`src/shared/amp_mon_pkg.sv`:
```
package amp_mon_pkg;

	// Clock and timing, each time in its own unit with the cycle count derived
	localparam int unsigned CLK_HZ         = 10_000_000;
	localparam int unsigned SLOW_HALF_MS   = 500;
	localparam int unsigned SLOW_HALF_CYC  = CLK_HZ / 1000 * SLOW_HALF_MS;
	localparam int unsigned FAST_HALF_US   = 166_666;
	localparam int unsigned FAST_HALF_CYC  = CLK_HZ / 1_000_000 * FAST_HALF_US;
	localparam int unsigned RESTORE_S      = 180;
	localparam int unsigned RESTORE_CYC    = CLK_HZ * RESTORE_S;
	localparam int unsigned DEBOUNCE_MS    = 10;
	localparam int unsigned DEBOUNCE_CYC   = CLK_HZ / 1000 * DEBOUNCE_MS;
	localparam int unsigned SAMPLE_MS      = 10;
	localparam int unsigned SAMPLE_CYC     = CLK_HZ / 1000 * SAMPLE_MS;

	// Detector and margin widths
	localparam int unsigned DET_W          = 10;
	localparam int unsigned MARGIN_W       = 8;
	localparam logic [7:0]  MARGIN_RST     = 8'h20;

	// Register byte offsets
	localparam logic [7:0]  REG_CTRL       = 8'h00;
	localparam logic [7:0]  REG_STATUS     = 8'h04;
	localparam logic [7:0]  REG_REF_MAIN   = 8'h08;
	localparam logic [7:0]  REG_REF_BACKUP = 8'h0C;
	localparam logic [7:0]  REG_LEVELS     = 8'h10;

	// Field positions
	localparam int unsigned STATUS_RESTORED_BIT = 8;
	localparam int unsigned STATUS_BACKUP_BIT   = 9;
	localparam int unsigned STATUS_RELAY_BIT    = 10;
	localparam int unsigned LEVELS_BACKUP_LSB   = 16;

	// Non-volatile record: marker above the two references
	localparam logic [3:0]  NV_MARKER      = 4'hA;
	localparam int unsigned NV_MARKER_W    = 4;

	typedef enum logic [6:0] {
		ST_BOOT        = 7'h01,
		ST_UNSET       = 7'h02,
		ST_WAIT        = 7'h04,
		ST_MONITOR     = 7'h08,
		ST_MAIN_FAIL   = 7'h10,
		ST_BACKUP_FAIL = 7'h20,
		ST_LOW_INPUT   = 7'h40
	} mon_state_t;

endpackage : amp_mon_pkg

```
`src/amp_redundancy_monitor.sv`:
```
// Contract
// - Power-up or reset button: route via main amplifier, references unset.
// - Without references, flash yellow LED slowly.
// - Store-reference press captures both levels as references, starts monitoring.
// - Both levels within margin: change nothing.
// - Main down by margin, backup not: switch to backup, alarm, red steady.
// - After switching to backup, no more automatic switching until reset.
// - Both down by margin: low input, red fast flash, alarm.
// - On main, only backup down: alarm, red slow flash.
// - Backup gain reduced normally, full when switched to backup.
// - Failures hold until reset button; then store-reference resumes monitoring.
// - Captured references go to non-volatile memory.
// - After power return, wait three minutes for store press, else load references.
// - Monitoring on retrieved references keeps yellow LED steady.
// - Relay energized in normal operation, so power loss alarms.
// - Force-backup button held routes via backup; release restores routing.
// - Slow flash about once a second, fast about three times a second.
// - Forced switch active: yellow LED fast flash.
// - Any failure de-energizes the relay.
//
// The Wishbone interface to the registers and the register offsets are this design's own decisions.
`timescale 1ns/1ps
module amp_redundancy_monitor #(
	parameter int unsigned DET_W        = amp_mon_pkg::DET_W,
	parameter int unsigned MARGIN_W     = amp_mon_pkg::MARGIN_W,
	parameter int unsigned SLOW_CYC     = amp_mon_pkg::SLOW_HALF_CYC,
	parameter int unsigned FAST_CYC     = amp_mon_pkg::FAST_HALF_CYC,
	parameter int unsigned RESTORE_CYC  = amp_mon_pkg::RESTORE_CYC,
	parameter int unsigned DEBOUNCE_CYC = amp_mon_pkg::DEBOUNCE_CYC,
	parameter int unsigned SAMPLE_CYC   = amp_mon_pkg::SAMPLE_CYC
) (
	// Clock and reset
	input  wire logic             clk_i,
	input  wire logic             rst_i,
	// Wishbone slave
	input  wire logic             wb_cyc_i,
	input  wire logic             wb_stb_i,
	input  wire logic             wb_we_i,
	input  wire logic [7:0]       wb_adr_i,
	input  wire logic [3:0]       wb_sel_i,
	input  wire logic [31:0]      wb_dat_i,
	output logic                  wb_ack_o,
	output logic      [31:0]      wb_dat_o,
	// Detector codes
	input  wire logic [DET_W-1:0] main_level_i,
	input  wire logic [DET_W-1:0] backup_level_i,
	// Push buttons, high while pressed
	input  wire logic             reset_btn_i,
	input  wire logic             set_ref_btn_i,
	input  wire logic             force_backup_button_i,
	// Switch, gain, indicators, relay
	output logic                  switch_backup_o,
	output logic                  backup_gain_full_o,
	output logic                  yellow_led_o,
	output logic                  red_led_o,
	output logic                  relay_energize_o
);

	localparam int unsigned NV_W = amp_mon_pkg::NV_MARKER_W + 2 * DET_W;

	typedef struct packed {
		amp_mon_pkg::mon_state_t st;
		logic                    restored;
		logic [DET_W-1:0]        ref_main;
		logic [DET_W-1:0]        ref_back;
		logic [DET_W-1:0]        main_s1;
		logic [DET_W-1:0]        main_s2;
		logic [DET_W-1:0]        back_s1;
		logic [DET_W-1:0]        back_s2;
		logic [MARGIN_W-1:0]     margin;
		logic [31:0]             slow_cnt;
		logic [31:0]             fast_cnt;
		logic [31:0]             samp_cnt;
		logic [31:0]             wait_cnt;
		logic                    slow_ph;
		logic                    fast_ph;
		logic                    samp_tick;
		logic                    nv_we;
		logic                    sw_backup;
		logic                    gain_full;
		logic                    yellow;
		logic                    red;
		logic                    relay;
		logic                    wb_ack;
		logic [31:0]             wb_dat;
	} mon_regs_t;

	mon_regs_t        r_ff;
	mon_regs_t        nxt_r;

	logic             rst_btn_press;
	logic             set_press;
	logic             force_level;
	logic [NV_W-1:0]  nv_rdata;
	logic             main_down;
	logic             back_down;
	logic             failed;
	logic             wb_req;

	button_debounce #(
		.CYC     (DEBOUNCE_CYC)
	) u_db_reset (
		.clk_i   (clk_i),
		.rst_i   (rst_i),
		.pin_i   (reset_btn_i),
		.level_o (),
		.press_o (rst_btn_press)
	);

	button_debounce #(
		.CYC     (DEBOUNCE_CYC)
	) u_db_set (
		.clk_i   (clk_i),
		.rst_i   (rst_i),
		.pin_i   (set_ref_btn_i),
		.level_o (),
		.press_o (set_press)
	);

	button_debounce #(
		.CYC     (DEBOUNCE_CYC)
	) u_db_force (
		.clk_i   (clk_i),
		.rst_i   (rst_i),
		.pin_i   (force_backup_button_i),
		.level_o (force_level),
		.press_o ()
	);

	// reference record kept across power loss
	ref_nv_mem #(
		.W       (NV_W),
		.DEPTH   (2),
		.AW      (1)
	) u_nv (
		.clk_i   (clk_i),
		.we_i    (r_ff.nv_we),
		.addr_i  (1'b0),
		.wdata_i ({amp_mon_pkg::NV_MARKER, r_ff.ref_main, r_ff.ref_back}),
		.rdata_o (nv_rdata)
	);

	// down by at least the margin
	function automatic logic fell(input logic [DET_W-1:0]    lvl,
	                              input logic [DET_W-1:0]    rlvl,
	                              input logic [MARGIN_W-1:0] m);
		logic [DET_W+MARGIN_W:0] sum;
		sum = (DET_W + MARGIN_W + 1)'(lvl) + (DET_W + MARGIN_W + 1)'(m);
		return sum <= (DET_W + MARGIN_W + 1)'(rlvl);
	endfunction : fell

	// Free-running divider, one pulse per wrap
	function automatic logic [31:0] div_next(input logic [31:0] cnt,
	                                         input int unsigned  lim);
		return (cnt >= lim - 1) ? 32'h00000000 : cnt + 32'h00000001;
	endfunction : div_next

	assign main_down = fell(r_ff.main_s2, r_ff.ref_main, r_ff.margin);
	assign back_down = fell(r_ff.back_s2, r_ff.ref_back, r_ff.margin);
	assign wb_req    = wb_cyc_i & wb_stb_i;

	always_comb begin
		nxt_r           = r_ff;
		nxt_r.nv_we     = 1'b0;
		nxt_r.samp_tick = 1'b0;
		failed          = 1'b0;

		// Detector codes come from another domain; two flops first
		nxt_r.main_s1 = main_level_i;
		nxt_r.main_s2 = r_ff.main_s1;
		nxt_r.back_s1 = backup_level_i;
		nxt_r.back_s2 = r_ff.back_s1;

		nxt_r.slow_cnt = div_next(r_ff.slow_cnt, SLOW_CYC);
		if (r_ff.slow_cnt >= SLOW_CYC - 1) begin
			nxt_r.slow_ph = ~r_ff.slow_ph;
		end
		nxt_r.fast_cnt = div_next(r_ff.fast_cnt, FAST_CYC);
		if (r_ff.fast_cnt >= FAST_CYC - 1) begin
			nxt_r.fast_ph = ~r_ff.fast_ph;
		end
		nxt_r.samp_cnt  = div_next(r_ff.samp_cnt, SAMPLE_CYC);
		nxt_r.samp_tick = (r_ff.samp_cnt >= SAMPLE_CYC - 1);

		case (r_ff.st)
			amp_mon_pkg::ST_BOOT: begin
				// Record read is registered, valid by now
				if (nv_rdata[NV_W-1 -: amp_mon_pkg::NV_MARKER_W] == amp_mon_pkg::NV_MARKER) begin
					nxt_r.st       = amp_mon_pkg::ST_WAIT;
					nxt_r.wait_cnt = '0;
				end else begin
					nxt_r.st = amp_mon_pkg::ST_UNSET;
				end
			end
			amp_mon_pkg::ST_UNSET: begin
				nxt_r.st = amp_mon_pkg::ST_UNSET;
			end
			amp_mon_pkg::ST_WAIT: begin
				if (r_ff.wait_cnt >= RESTORE_CYC - 1) begin
					nxt_r.ref_main = nv_rdata[2*DET_W-1:DET_W];
					nxt_r.ref_back = nv_rdata[DET_W-1:0];
					nxt_r.restored = 1'b1;
					nxt_r.st       = amp_mon_pkg::ST_MONITOR;
				end else begin
					nxt_r.wait_cnt = r_ff.wait_cnt + 32'h00000001;
				end
			end
			amp_mon_pkg::ST_MONITOR: begin
				// Detectors cannot see the backup while it is routed, so no check then
				if (r_ff.samp_tick && !force_level) begin
					if (main_down && back_down) begin
						nxt_r.st = amp_mon_pkg::ST_LOW_INPUT;
					end else if (main_down) begin
						nxt_r.st = amp_mon_pkg::ST_MAIN_FAIL;
					end else if (back_down) begin
						nxt_r.st = amp_mon_pkg::ST_BACKUP_FAIL;
					end
				end
			end
			// failure states are left only by reset
			amp_mon_pkg::ST_MAIN_FAIL,
			amp_mon_pkg::ST_BACKUP_FAIL,
			amp_mon_pkg::ST_LOW_INPUT: begin
				nxt_r.st = r_ff.st;
			end
			default: begin
				nxt_r.st = amp_mon_pkg::ST_UNSET;
			end
		endcase

		if (set_press && (r_ff.st == amp_mon_pkg::ST_UNSET ||
		                  r_ff.st == amp_mon_pkg::ST_WAIT ||
		                  r_ff.st == amp_mon_pkg::ST_MONITOR)) begin
			nxt_r.ref_main = r_ff.main_s2;
			nxt_r.ref_back = r_ff.back_s2;
			nxt_r.restored = 1'b0;
			// record written the cycle after capture
			nxt_r.nv_we    = 1'b1;
			nxt_r.st       = amp_mon_pkg::ST_MONITOR;
		end

		// reset button restarts with references unset
		if (rst_btn_press) begin
			nxt_r.st       = amp_mon_pkg::ST_UNSET;
			nxt_r.restored = 1'b0;
			nxt_r.nv_we    = 1'b0;
		end

		// Wishbone: ack one cycle after request, dropped after one cycle
		nxt_r.wb_ack = wb_req & ~r_ff.wb_ack;
		if (wb_req && !r_ff.wb_ack) begin
			case (wb_adr_i)
				amp_mon_pkg::REG_CTRL: begin
					nxt_r.wb_dat = 32'(r_ff.margin);
				end
				amp_mon_pkg::REG_STATUS: begin
					nxt_r.wb_dat = 32'(r_ff.st);
					nxt_r.wb_dat[amp_mon_pkg::STATUS_RESTORED_BIT] = r_ff.restored;
					nxt_r.wb_dat[amp_mon_pkg::STATUS_BACKUP_BIT]   = r_ff.sw_backup;
					nxt_r.wb_dat[amp_mon_pkg::STATUS_RELAY_BIT]    = r_ff.relay;
				end
				amp_mon_pkg::REG_REF_MAIN: begin
					nxt_r.wb_dat = 32'(r_ff.ref_main);
				end
				amp_mon_pkg::REG_REF_BACKUP: begin
					nxt_r.wb_dat = 32'(r_ff.ref_back);
				end
				amp_mon_pkg::REG_LEVELS: begin
					nxt_r.wb_dat = 32'(r_ff.main_s2);
					nxt_r.wb_dat[amp_mon_pkg::LEVELS_BACKUP_LSB +: DET_W] = r_ff.back_s2;
				end
				default: begin
					nxt_r.wb_dat = 32'h00000000;
				end
			endcase
		end
		// margin write lands on the edge that sees ack
		if (wb_req && r_ff.wb_ack && wb_we_i && wb_sel_i[0] &&
		    wb_adr_i == amp_mon_pkg::REG_CTRL) begin
			nxt_r.margin = wb_dat_i[MARGIN_W-1:0];
		end

		// Outputs follow the next state so they settle with it
		failed = (nxt_r.st == amp_mon_pkg::ST_MAIN_FAIL) ||
		         (nxt_r.st == amp_mon_pkg::ST_BACKUP_FAIL) ||
		         (nxt_r.st == amp_mon_pkg::ST_LOW_INPUT);
		// auto switch or held force button routes backup
		nxt_r.sw_backup = (nxt_r.st == amp_mon_pkg::ST_MAIN_FAIL) | force_level;
		// full gain only when backup carries the signal
		nxt_r.gain_full = nxt_r.sw_backup;
		nxt_r.relay     = ~failed;

		case (nxt_r.st)
			amp_mon_pkg::ST_MAIN_FAIL:   nxt_r.red = 1'b1;
			amp_mon_pkg::ST_LOW_INPUT:   nxt_r.red = nxt_r.fast_ph;
			amp_mon_pkg::ST_BACKUP_FAIL: nxt_r.red = nxt_r.slow_ph;
			default:                     nxt_r.red = 1'b0;
		endcase

		if (force_level) begin
			nxt_r.yellow = nxt_r.fast_ph;
		end else if (nxt_r.st == amp_mon_pkg::ST_UNSET ||
		             nxt_r.st == amp_mon_pkg::ST_WAIT ||
		             nxt_r.st == amp_mon_pkg::ST_BOOT) begin
			nxt_r.yellow = nxt_r.slow_ph;
		end else begin
			nxt_r.yellow = nxt_r.restored;
		end
	end

	always_ff @(posedge clk_i) begin
		if (rst_i) begin
			r_ff        <= '0;
			// start on main amplifier, references unset
			r_ff.st     <= amp_mon_pkg::ST_BOOT;
			r_ff.margin <= amp_mon_pkg::MARGIN_RST;
			r_ff.relay  <= 1'b1;
		end else begin
			r_ff <= nxt_r;
		end
	end

	assign wb_ack_o           = r_ff.wb_ack;
	assign wb_dat_o           = r_ff.wb_dat;
	assign switch_backup_o    = r_ff.sw_backup;
	assign backup_gain_full_o = r_ff.gain_full;
	assign yellow_led_o       = r_ff.yellow;
	assign red_led_o          = r_ff.red;
	assign relay_energize_o   = r_ff.relay;

endmodule : amp_redundancy_monitor

```
`src/button_debounce.sv`:
```
`timescale 1ns/1ps
module button_debounce #(
	parameter int unsigned CYC = amp_mon_pkg::DEBOUNCE_CYC
) (
	// Clock and reset
	input  wire logic clk_i,
	input  wire logic rst_i,
	// Raw button, high while pressed
	input  wire logic pin_i,
	// Debounced level and press pulse
	output logic      level_o,
	output logic      press_o
);

	typedef struct packed {
		logic        s1;
		logic        s2;
		logic        stable;
		logic [31:0] cnt;
		logic        press;
	} db_t;

	db_t r_ff;
	db_t nxt_r;

	always_comb begin
		nxt_r       = r_ff;
		nxt_r.s1    = pin_i;
		nxt_r.s2    = r_ff.s1;
		nxt_r.press = 1'b0;
		if (r_ff.s2 != r_ff.stable) begin
			// Level must hold for the full window before it counts
			if (r_ff.cnt >= CYC - 1) begin
				nxt_r.stable = r_ff.s2;
				nxt_r.cnt    = '0;
				nxt_r.press  = r_ff.s2;
			end else begin
				nxt_r.cnt = r_ff.cnt + 32'h00000001;
			end
		end else begin
			nxt_r.cnt = '0;
		end
	end

	always_ff @(posedge clk_i) begin
		if (rst_i) begin
			r_ff <= '0;
		end else begin
			r_ff <= nxt_r;
		end
	end

	assign level_o = r_ff.stable;
	assign press_o = r_ff.press;

endmodule : button_debounce

```
`src/ref_nv_mem.sv`:
```
`timescale 1ns/1ps
module ref_nv_mem #(
	parameter int unsigned W     = 24,
	parameter int unsigned DEPTH = 2,
	parameter int unsigned AW    = 1
) (
	// Clock
	input  wire logic          clk_i,
	// Write and read port
	input  wire logic          we_i,
	input  wire logic [AW-1:0] addr_i,
	input  wire logic [W-1:0]  wdata_i,
	output logic      [W-1:0]  rdata_o
);

	typedef struct packed {
		logic [W-1:0] rdata;
	} mem_rd_t;

	// Contents survive the system reset; only the fill models a blank part
	logic [W-1:0] mem [DEPTH];
	mem_rd_t      r_ff;
	mem_rd_t      nxt_r;

	initial begin
		for (int i = 0; i < DEPTH; i++) begin
			mem[i] = '0;
		end
	end

	always_comb begin
		nxt_r       = r_ff;
		nxt_r.rdata = mem[addr_i];
	end

	always_ff @(posedge clk_i) begin
		if (we_i) begin
			mem[addr_i] <= wdata_i;
		end
		r_ff <= nxt_r;
	end

	assign rdata_o = r_ff.rdata;

endmodule : ref_nv_mem
```
`config.mk`:
```
export PLATFORM = sky130hd
export DESIGN_NAME = amp_redundancy_monitor
export DESIGN_NICKNAME = d
export VERILOG_FILES = /design/src/shared/amp_mon_pkg.sv /design/src/amp_redundancy_monitor.sv /design/src/button_debounce.sv /design/src/ref_nv_mem.sv
export SDC_FILE = /design/constraint.sdc
export NUM_CORES = 1
export LEC_CHECK = 0
export BUFFER_PORTS_ARGS = -buffer_cell sky130_fd_sc_hd__buf_2
export CAP_MARGIN = 20
export CORE_UTILIZATION = 33
export CTS_CLUSTER_DIAMETER = 200
export DETAILED_ROUTE_END_ITERATION = 6
export GPL_ROUTABILITY_DRIVEN = 0
export PLACE_DENSITY = 0.5
export SLEW_MARGIN = 10
export SYNTH_ARGS = -nofsm -noshare
export SYNTH_HDL_FRONTEND = slang
export SYNTH_SLANG_ARGS = --single-unit
export TNS_END_PERCENT = 30
```
`constraint.sdc`:
```
create_clock -name clk_i -period 4.8 [get_ports clk_i]
set_clock_uncertainty 0.15 [all_clocks]
set_input_delay 0.48 -clock clk_i [delete_from_list [all_inputs] [get_ports clk_i]]
set_output_delay 0.48 -clock clk_i [all_outputs]
set_load 0.02 [all_outputs]
```
Yosys cells after proc, flatten, opt, wreduce, memory -nomap -nowiden

Memory sizes are Yosys's and may differ from the RTL's. A register that Yosys moved wholly into a read port is not among the register bits.
Cells that the tools add are included.
Widths: inputs -> output; s select.

Register bits: 376
Bits in writable memories: 44
Input bits: 72
Logic and storage cells: 149
Memories: 1

Memory list:

| memory   | depth | width | rd ports | clocked after Yosys merged registers in | wr ports | line             | source |
|---|---|---|---|---|---|---|---|
| u_nv.mem | 2     | 22    | 1        | 1                                       | 1        | ref_nv_mem.sv:21 | `logic [W-1:0] mem [DEPTH];` |

$add $sub $neg: 9
Magnitude comparators: 9
Equal/unequal tests: 23
Multiplexer cells: 22
Bitwise gates (word level): 12
Reductions and logical operators: 35

Operators with widths:

| operator              | number |
|---|---|
| $add 32x1->32 const B | 7 |
| $pmux 26 s5           | 1 |
| $ge 32x17->1 const B  | 4 |
| $mux 32               | 2 |
| $pmux 32 s2           | 1 |
| $mux 28               | 2 |
| $ge 32x21->1 const B  | 1 |
| $ge 32x23->1 const B  | 1 |
| $ge 32x31->1 const B  | 1 |
| $mux 7                | 4 |
| $pmux 7 s4            | 1 |
| $add 10x8->11         | 2 |
| $le 11x10->1          | 2 |
| $mux 21               | 1 |
| $reduce_or 3->1       | 6 |
| $eq 8x4->1 const B    | 2 |
| $eq 7x1->1 const B    | 2 |
| $eq 7x2->1 const B    | 2 |
| $eq 7x3->1 const B    | 2 |
| $eq 7x5->1 const B    | 2 |
| $eq 7x6->1 const B    | 2 |
| $eq 7x7->1 const B    | 2 |
| $not 1->1             | 9 |
| $eq 8x3->1 const B    | 1 |
| other kinds (19)      | 50 |

Logic depth before layout (Yosys ltp)

Depth after elaboration: 14
Mapped depth: 17
Depth with buffers taken out: 17

Cells and area by module

From an unflattened synthesis, not the netlist that was laid out.

Cell total of the unflattened synthesis: 1660
Area, all modules: 16631.0 um^2

Modules (own cells, without submodules):

| module                 | instances | cells each | area an instance (um^2) |
|---|---|---|---|
| amp_redundancy_monitor | 1         | 1184       | 10637.7 |
| button_debounce        | 3         | 125        | 1224.9 |
| ref_nv_mem             | 1         | 101        | 2318.5 |

Least setup slack after synthesis

Ideal clock, no wire load.

Path kind: register -> register
From: register r_ff[171] (netlist bit)
To: register r_ff (netlist bit red_led_o)
Library setup time: 0.116 ns
Arrival time: 3.661 ns
Data required time: 4.534 ns
Path slack: 0.873 ns
Stages on the path, launching flop included: 17
Path buffers: 0
Cells stage by stage: dfxtp_1 > ha_1 > a21o_1 > a21oi_1 > nor2b_1 > o21ai_0 > a21oi_1 > a41oi_1 > xnor2_1 > ha_1 > a211oi_1 > nand2_1 > o311a_1 > or3_1 > a31o_2 > a221o_1 > and4_1

Word-level cells in the longest chain between the ends: 11
Elaborated cells on any way between the ends: 16
Classes of those cells: add/sub (2); order compare (2); eq/ne (3); mux (8); reduce/logical (1)

Ends and longest elaborated chain:

| what                                     | line                          | source |
|---|---|---|
| start, declared                          | amp_redundancy_monitor.sv:88  | `mon_regs_t r_ff;` |
| start signal, assigned                   | amp_redundancy_monitor.sv:319 | `r_ff <= nxt_r;` |
| $add 10x8->11                            | amp_redundancy_monitor.sv:148 | `sum = (DET_W + MARGIN_W + 1)'(lvl) + (DET_W + MARGIN_W + 1)'(m);` |
| $le 11x10->1                             | amp_redundancy_monitor.sv:149 | `return sum <= (DET_W + MARGIN_W + 1)'(rlvl);` |
| $mux 7                                   | amp_redundancy_monitor.sv:215 | `end else if (back_down) begin` |
| $mux 7                                   | amp_redundancy_monitor.sv:213 | `end else if (main_down) begin` |
| $mux 7 *                                 | amp_redundancy_monitor.sv:211 | `if (main_down && back_down) begin` |
| $mux 7 *                                 | amp_redundancy_monitor.sv:210 | `if (r_ff.samp_tick && !force_level) begin` |
| $pmux 7 s4 *                             | amp_redundancy_monitor.sv:185 | `case (r_ff.st)` |
| $mux 28 *                                | amp_redundancy_monitor.sv:231 | `if (set_press && (r_ff.st == amp_mon_pkg::ST_UNSET \|\|` |
| $mux 8 *                                 | amp_redundancy_monitor.sv:243 | `if (rst_btn_press) begin` |
| $eq 7x6->1, or another cell as far along | amp_redundancy_monitor.sv:293 | `case (nxt_r.st)` |
| $pmux 1 s3 *                             | amp_redundancy_monitor.sv:293 |  |

Every way passes the cells marked *; elsewhere a longest branch is shown, timed or not.
A chain may end at the register's enable or synchronous reset.

Worst setup path in the final report

Same ends and word-level chain as after synthesis.

==> results_dict.tcl <==
set metrics [dict create \
    status "finished clean" \
    area.sequential_sq_um 7880 \
    final-hold-violation-count 0 \
    io_buffers 71 \
    ff2ff_path_depth 16 \
    grt_pass1_wl_um 51900 \
    design_area_sq_um 17900 \
    instances_no_fill 2375 \
    setup_viol 0 \
    die_area_sq_um 46700 \
    cts_tree "yes" \
    synth_area_per_cell_sq_um 9.45 \
    cp.arrival_ps 4630 \
    cts_made_buffers 42 \
    grt_usage_pct 13.6 \
    clk_pin_slew_ps 60 \
    nets 1859 \
    startpoint_type "flip-flop" \
    multi_input_area_sq_um 6950 \
    dp_cells 2278 \
    slew_headroom_pct 32.5 \
    vias 11000 \
    p_leak_nw 6.78 \
    post-route-min-period_ps 4320 \
    clock_sinks 383 \
    async_reset_ff_share_pct 0 \
    post_cts_resized 0 \
    clk-insertion-delay-late_ps 560 \
    min_path_type "in2reg" \
    synthCells 1602 \
    placed_cell_area_sq_um 16200 \
    seq_area_frac_synth_pct 52.0 \
    dr.pass1.iters 4 \
    grt_setup_unrepaired "false" \
    synth.distinct_cells 66 \
    hpwl_um 22000 \
    wl_per_cell_um 13.5 \
    die_w_um 216 \
    synth_area_sq_um 15100 \
    start_util_pct 33.4 \
    fmax_ghz 0.231 \
    ys_ff_latch 383 \
    path_delay_family "compound AO/OA/AOI/OAI gates" \
    cp-end-kind "flip-flop" \
    drtIter0Drc 587 \
    routed_wirelength_um 32000 \
    cts_root_buffer "clkbuf_16" \
    path_class "reg2reg" \
    grt_pass1_vias 10400 \
    hold_depth 3 \
    ios 110 \
    finalCritPeriodShare_pct 90.1 \
    cp_num_buf_inv 0 \
    synth_top_cells_by_count "dfxtp_1, nor2_1, nand2_1" \
    synth.top_cell.area_share_pct 47.9 \
    fin_setup_tns_ps 0 \
    drcViolationCount 0 \
    synth_most_common_cell "dfxtp_1" \
    max_stage_delay_ps 430 \
    h-tree-depth 2 \
    grt_max_degree 54 \
    cp_max_fo 5 \
    clk_path_buf_depth 3 \
    area_growth_pct 18.1 \
    p_per_area_nw_per_um2 392 \
    cp_slowest_cell "dfxtp_1" \
    synth-edff-count 21 \
    die_h_um 216 \
    synthFlopType "dfxtp_1" \
    fillers 4597 \
    cp_data_required_time_ps 5100 \
    antenna_cells 0 \
    synth_top_area_cell "dfxtp_1" \
    drtAntennaViolNets 0 \
    fin_hold_ws_ps 36.5 \
    rows 78 \
    grt_overflow 0 \
    max-cap-violations 0 \
    tightest_slew_ps 1010 \
    grt_antenna_before_repair 0 \
    yosys_warnings 0 \
    core_sq_um 45300 \
    ir_worst_vdd_mv 0.216 \
    cp.depth 16 \
    finalPower_mw 7.01 \
    viasPerCell 4.62 \
    synthTopCellsByArea "dfxtp_1, nor2_1, xor2_1" \
    drive_above_1_share_pct 9.07 \
    critical_path.cell_chain "ha_1 -> a21o_1 -> a21oi_1 -> nor2b_1 -> o21ai_0 -> a21oi_1 -> a41oi_1 -> xnor2_1 -> ha_1 -> a211oi_1 -> nand2_1 -> o311a_1 -> or3_1 -> a31o_2 -> a221o_1 -> and4_1" \
    slew_violations 0 \
]
-- path summary, 6_finish.rpt --
path	start	slack [ps]	end
hold reg to reg	u_nv.mem[0][8]	190	u_nv.rdata_o[8]
setup / recovery	r_ff[171]	480	red_led_o
setup reg to reg	r_ff[171]	480	red_led_o
hold / removal	wb_dat_i[2]	40	r_ff[172]
-- worst min-delay path, cell delays in order --
cell,delay (ps)
buf_2,100
mux2i_1,60
nor2_1,70
-- what timing repair did --
| item | CTS | global route |
|---|---|---|
| hold endpoints to repair | 19 | 1 |
| hold buffers | 19 | 1 |
| buffers inserted | 0 | 0 |
| endpoints found under the setup margin | 0 | 0 |
-- stage by stage --
stage,setup slack [ps],utilization [%]
floorplan,873,-
global placement,496,35.7
detailed placement,482,35.7
CTS,451,39.5
global route,182,39.5
finish,476,39.5
-- cell type report --
class,count,share of cell area (%)
Timing Repair Buffer,98,3.41
Multi-Input combinational cell,1171,38.8
Inverter,46,0.966
Clock buffer,57,6.83
Clock inverter,20,1.71
Tap cell,600,4.20
Sequential cell,383,44.0
-- power by group --
part	leakage (nW)	switching, mW	internal (mW)	total [mW]
Combinational	2.86	0.127	0.0870	0.214
Clock	0.753	1.27	2.21	3.49
Sequential	3.16	0.0343	3.27	3.31
Total	6.78	1.44	5.57	7.01
-- layer usage --
layer / GRT usage (%) / wire length (um)
met1: 17.9 / 15600
met2: 22.2 / 14500
met3: 2.92 / 1120
met4: 4.51 / 747
met5: 0 / 0
-- cell families (layout without fill, tap and decap cells) --
group                    Yosys count  after routing  synth area share [%]
flip-flops                       383            383                  52.0
other                              2             92                0.0496
multiplexers                      17             17                  1.13
AND/OR/NAND/NOR                  670            670                  21.4
buffers and inverters            138            221                  4.41
XOR/XNOR                         136            136                  7.87
AO/OA/AOI/OAI                    211            211                  9.27
adder cells (fa/ha/maj)           45             45                  3.82
-- placed cells by master (no fill, tap or decap), types with 9 or more instances in the layout --
master / n
clkinv_2: 9
dfxtp_1: 362
buf_2: 70
nor2_1: 269
nor2b_1: 62
a21oi_1: 58
clkbuf_16: 45
nand4_1: 33
nand3_1: 81
and3_1: 23
a221oi_1: 9
ha_1: 43
xnor2_1: 63
o21ai_0: 32
conb_1: 92
nand2_1: 86
inv_1: 46
nor4_1: 27
mux2i_1: 16
a31oi_1: 14
edfxtp_1: 21
or3_1: 18
xor2_1: 73
dlygate4sd3_1: 20
a211oi_1: 38
nor3_1: 28
-- registers in the layout, indices dropped and copies added (netlist names), 20 cells and up --
register / cells
u_db_reset.r_ff: 33
u_nv.rdata_o: 21
r_ff: 188
u_nv.mem: 21
nxt_r: 20
u_db_force.r_ff: 33
u_db_set.r_ff: 33
wb_dat_o: 21
No activity file was read; power rests on OpenSTA's default activity.
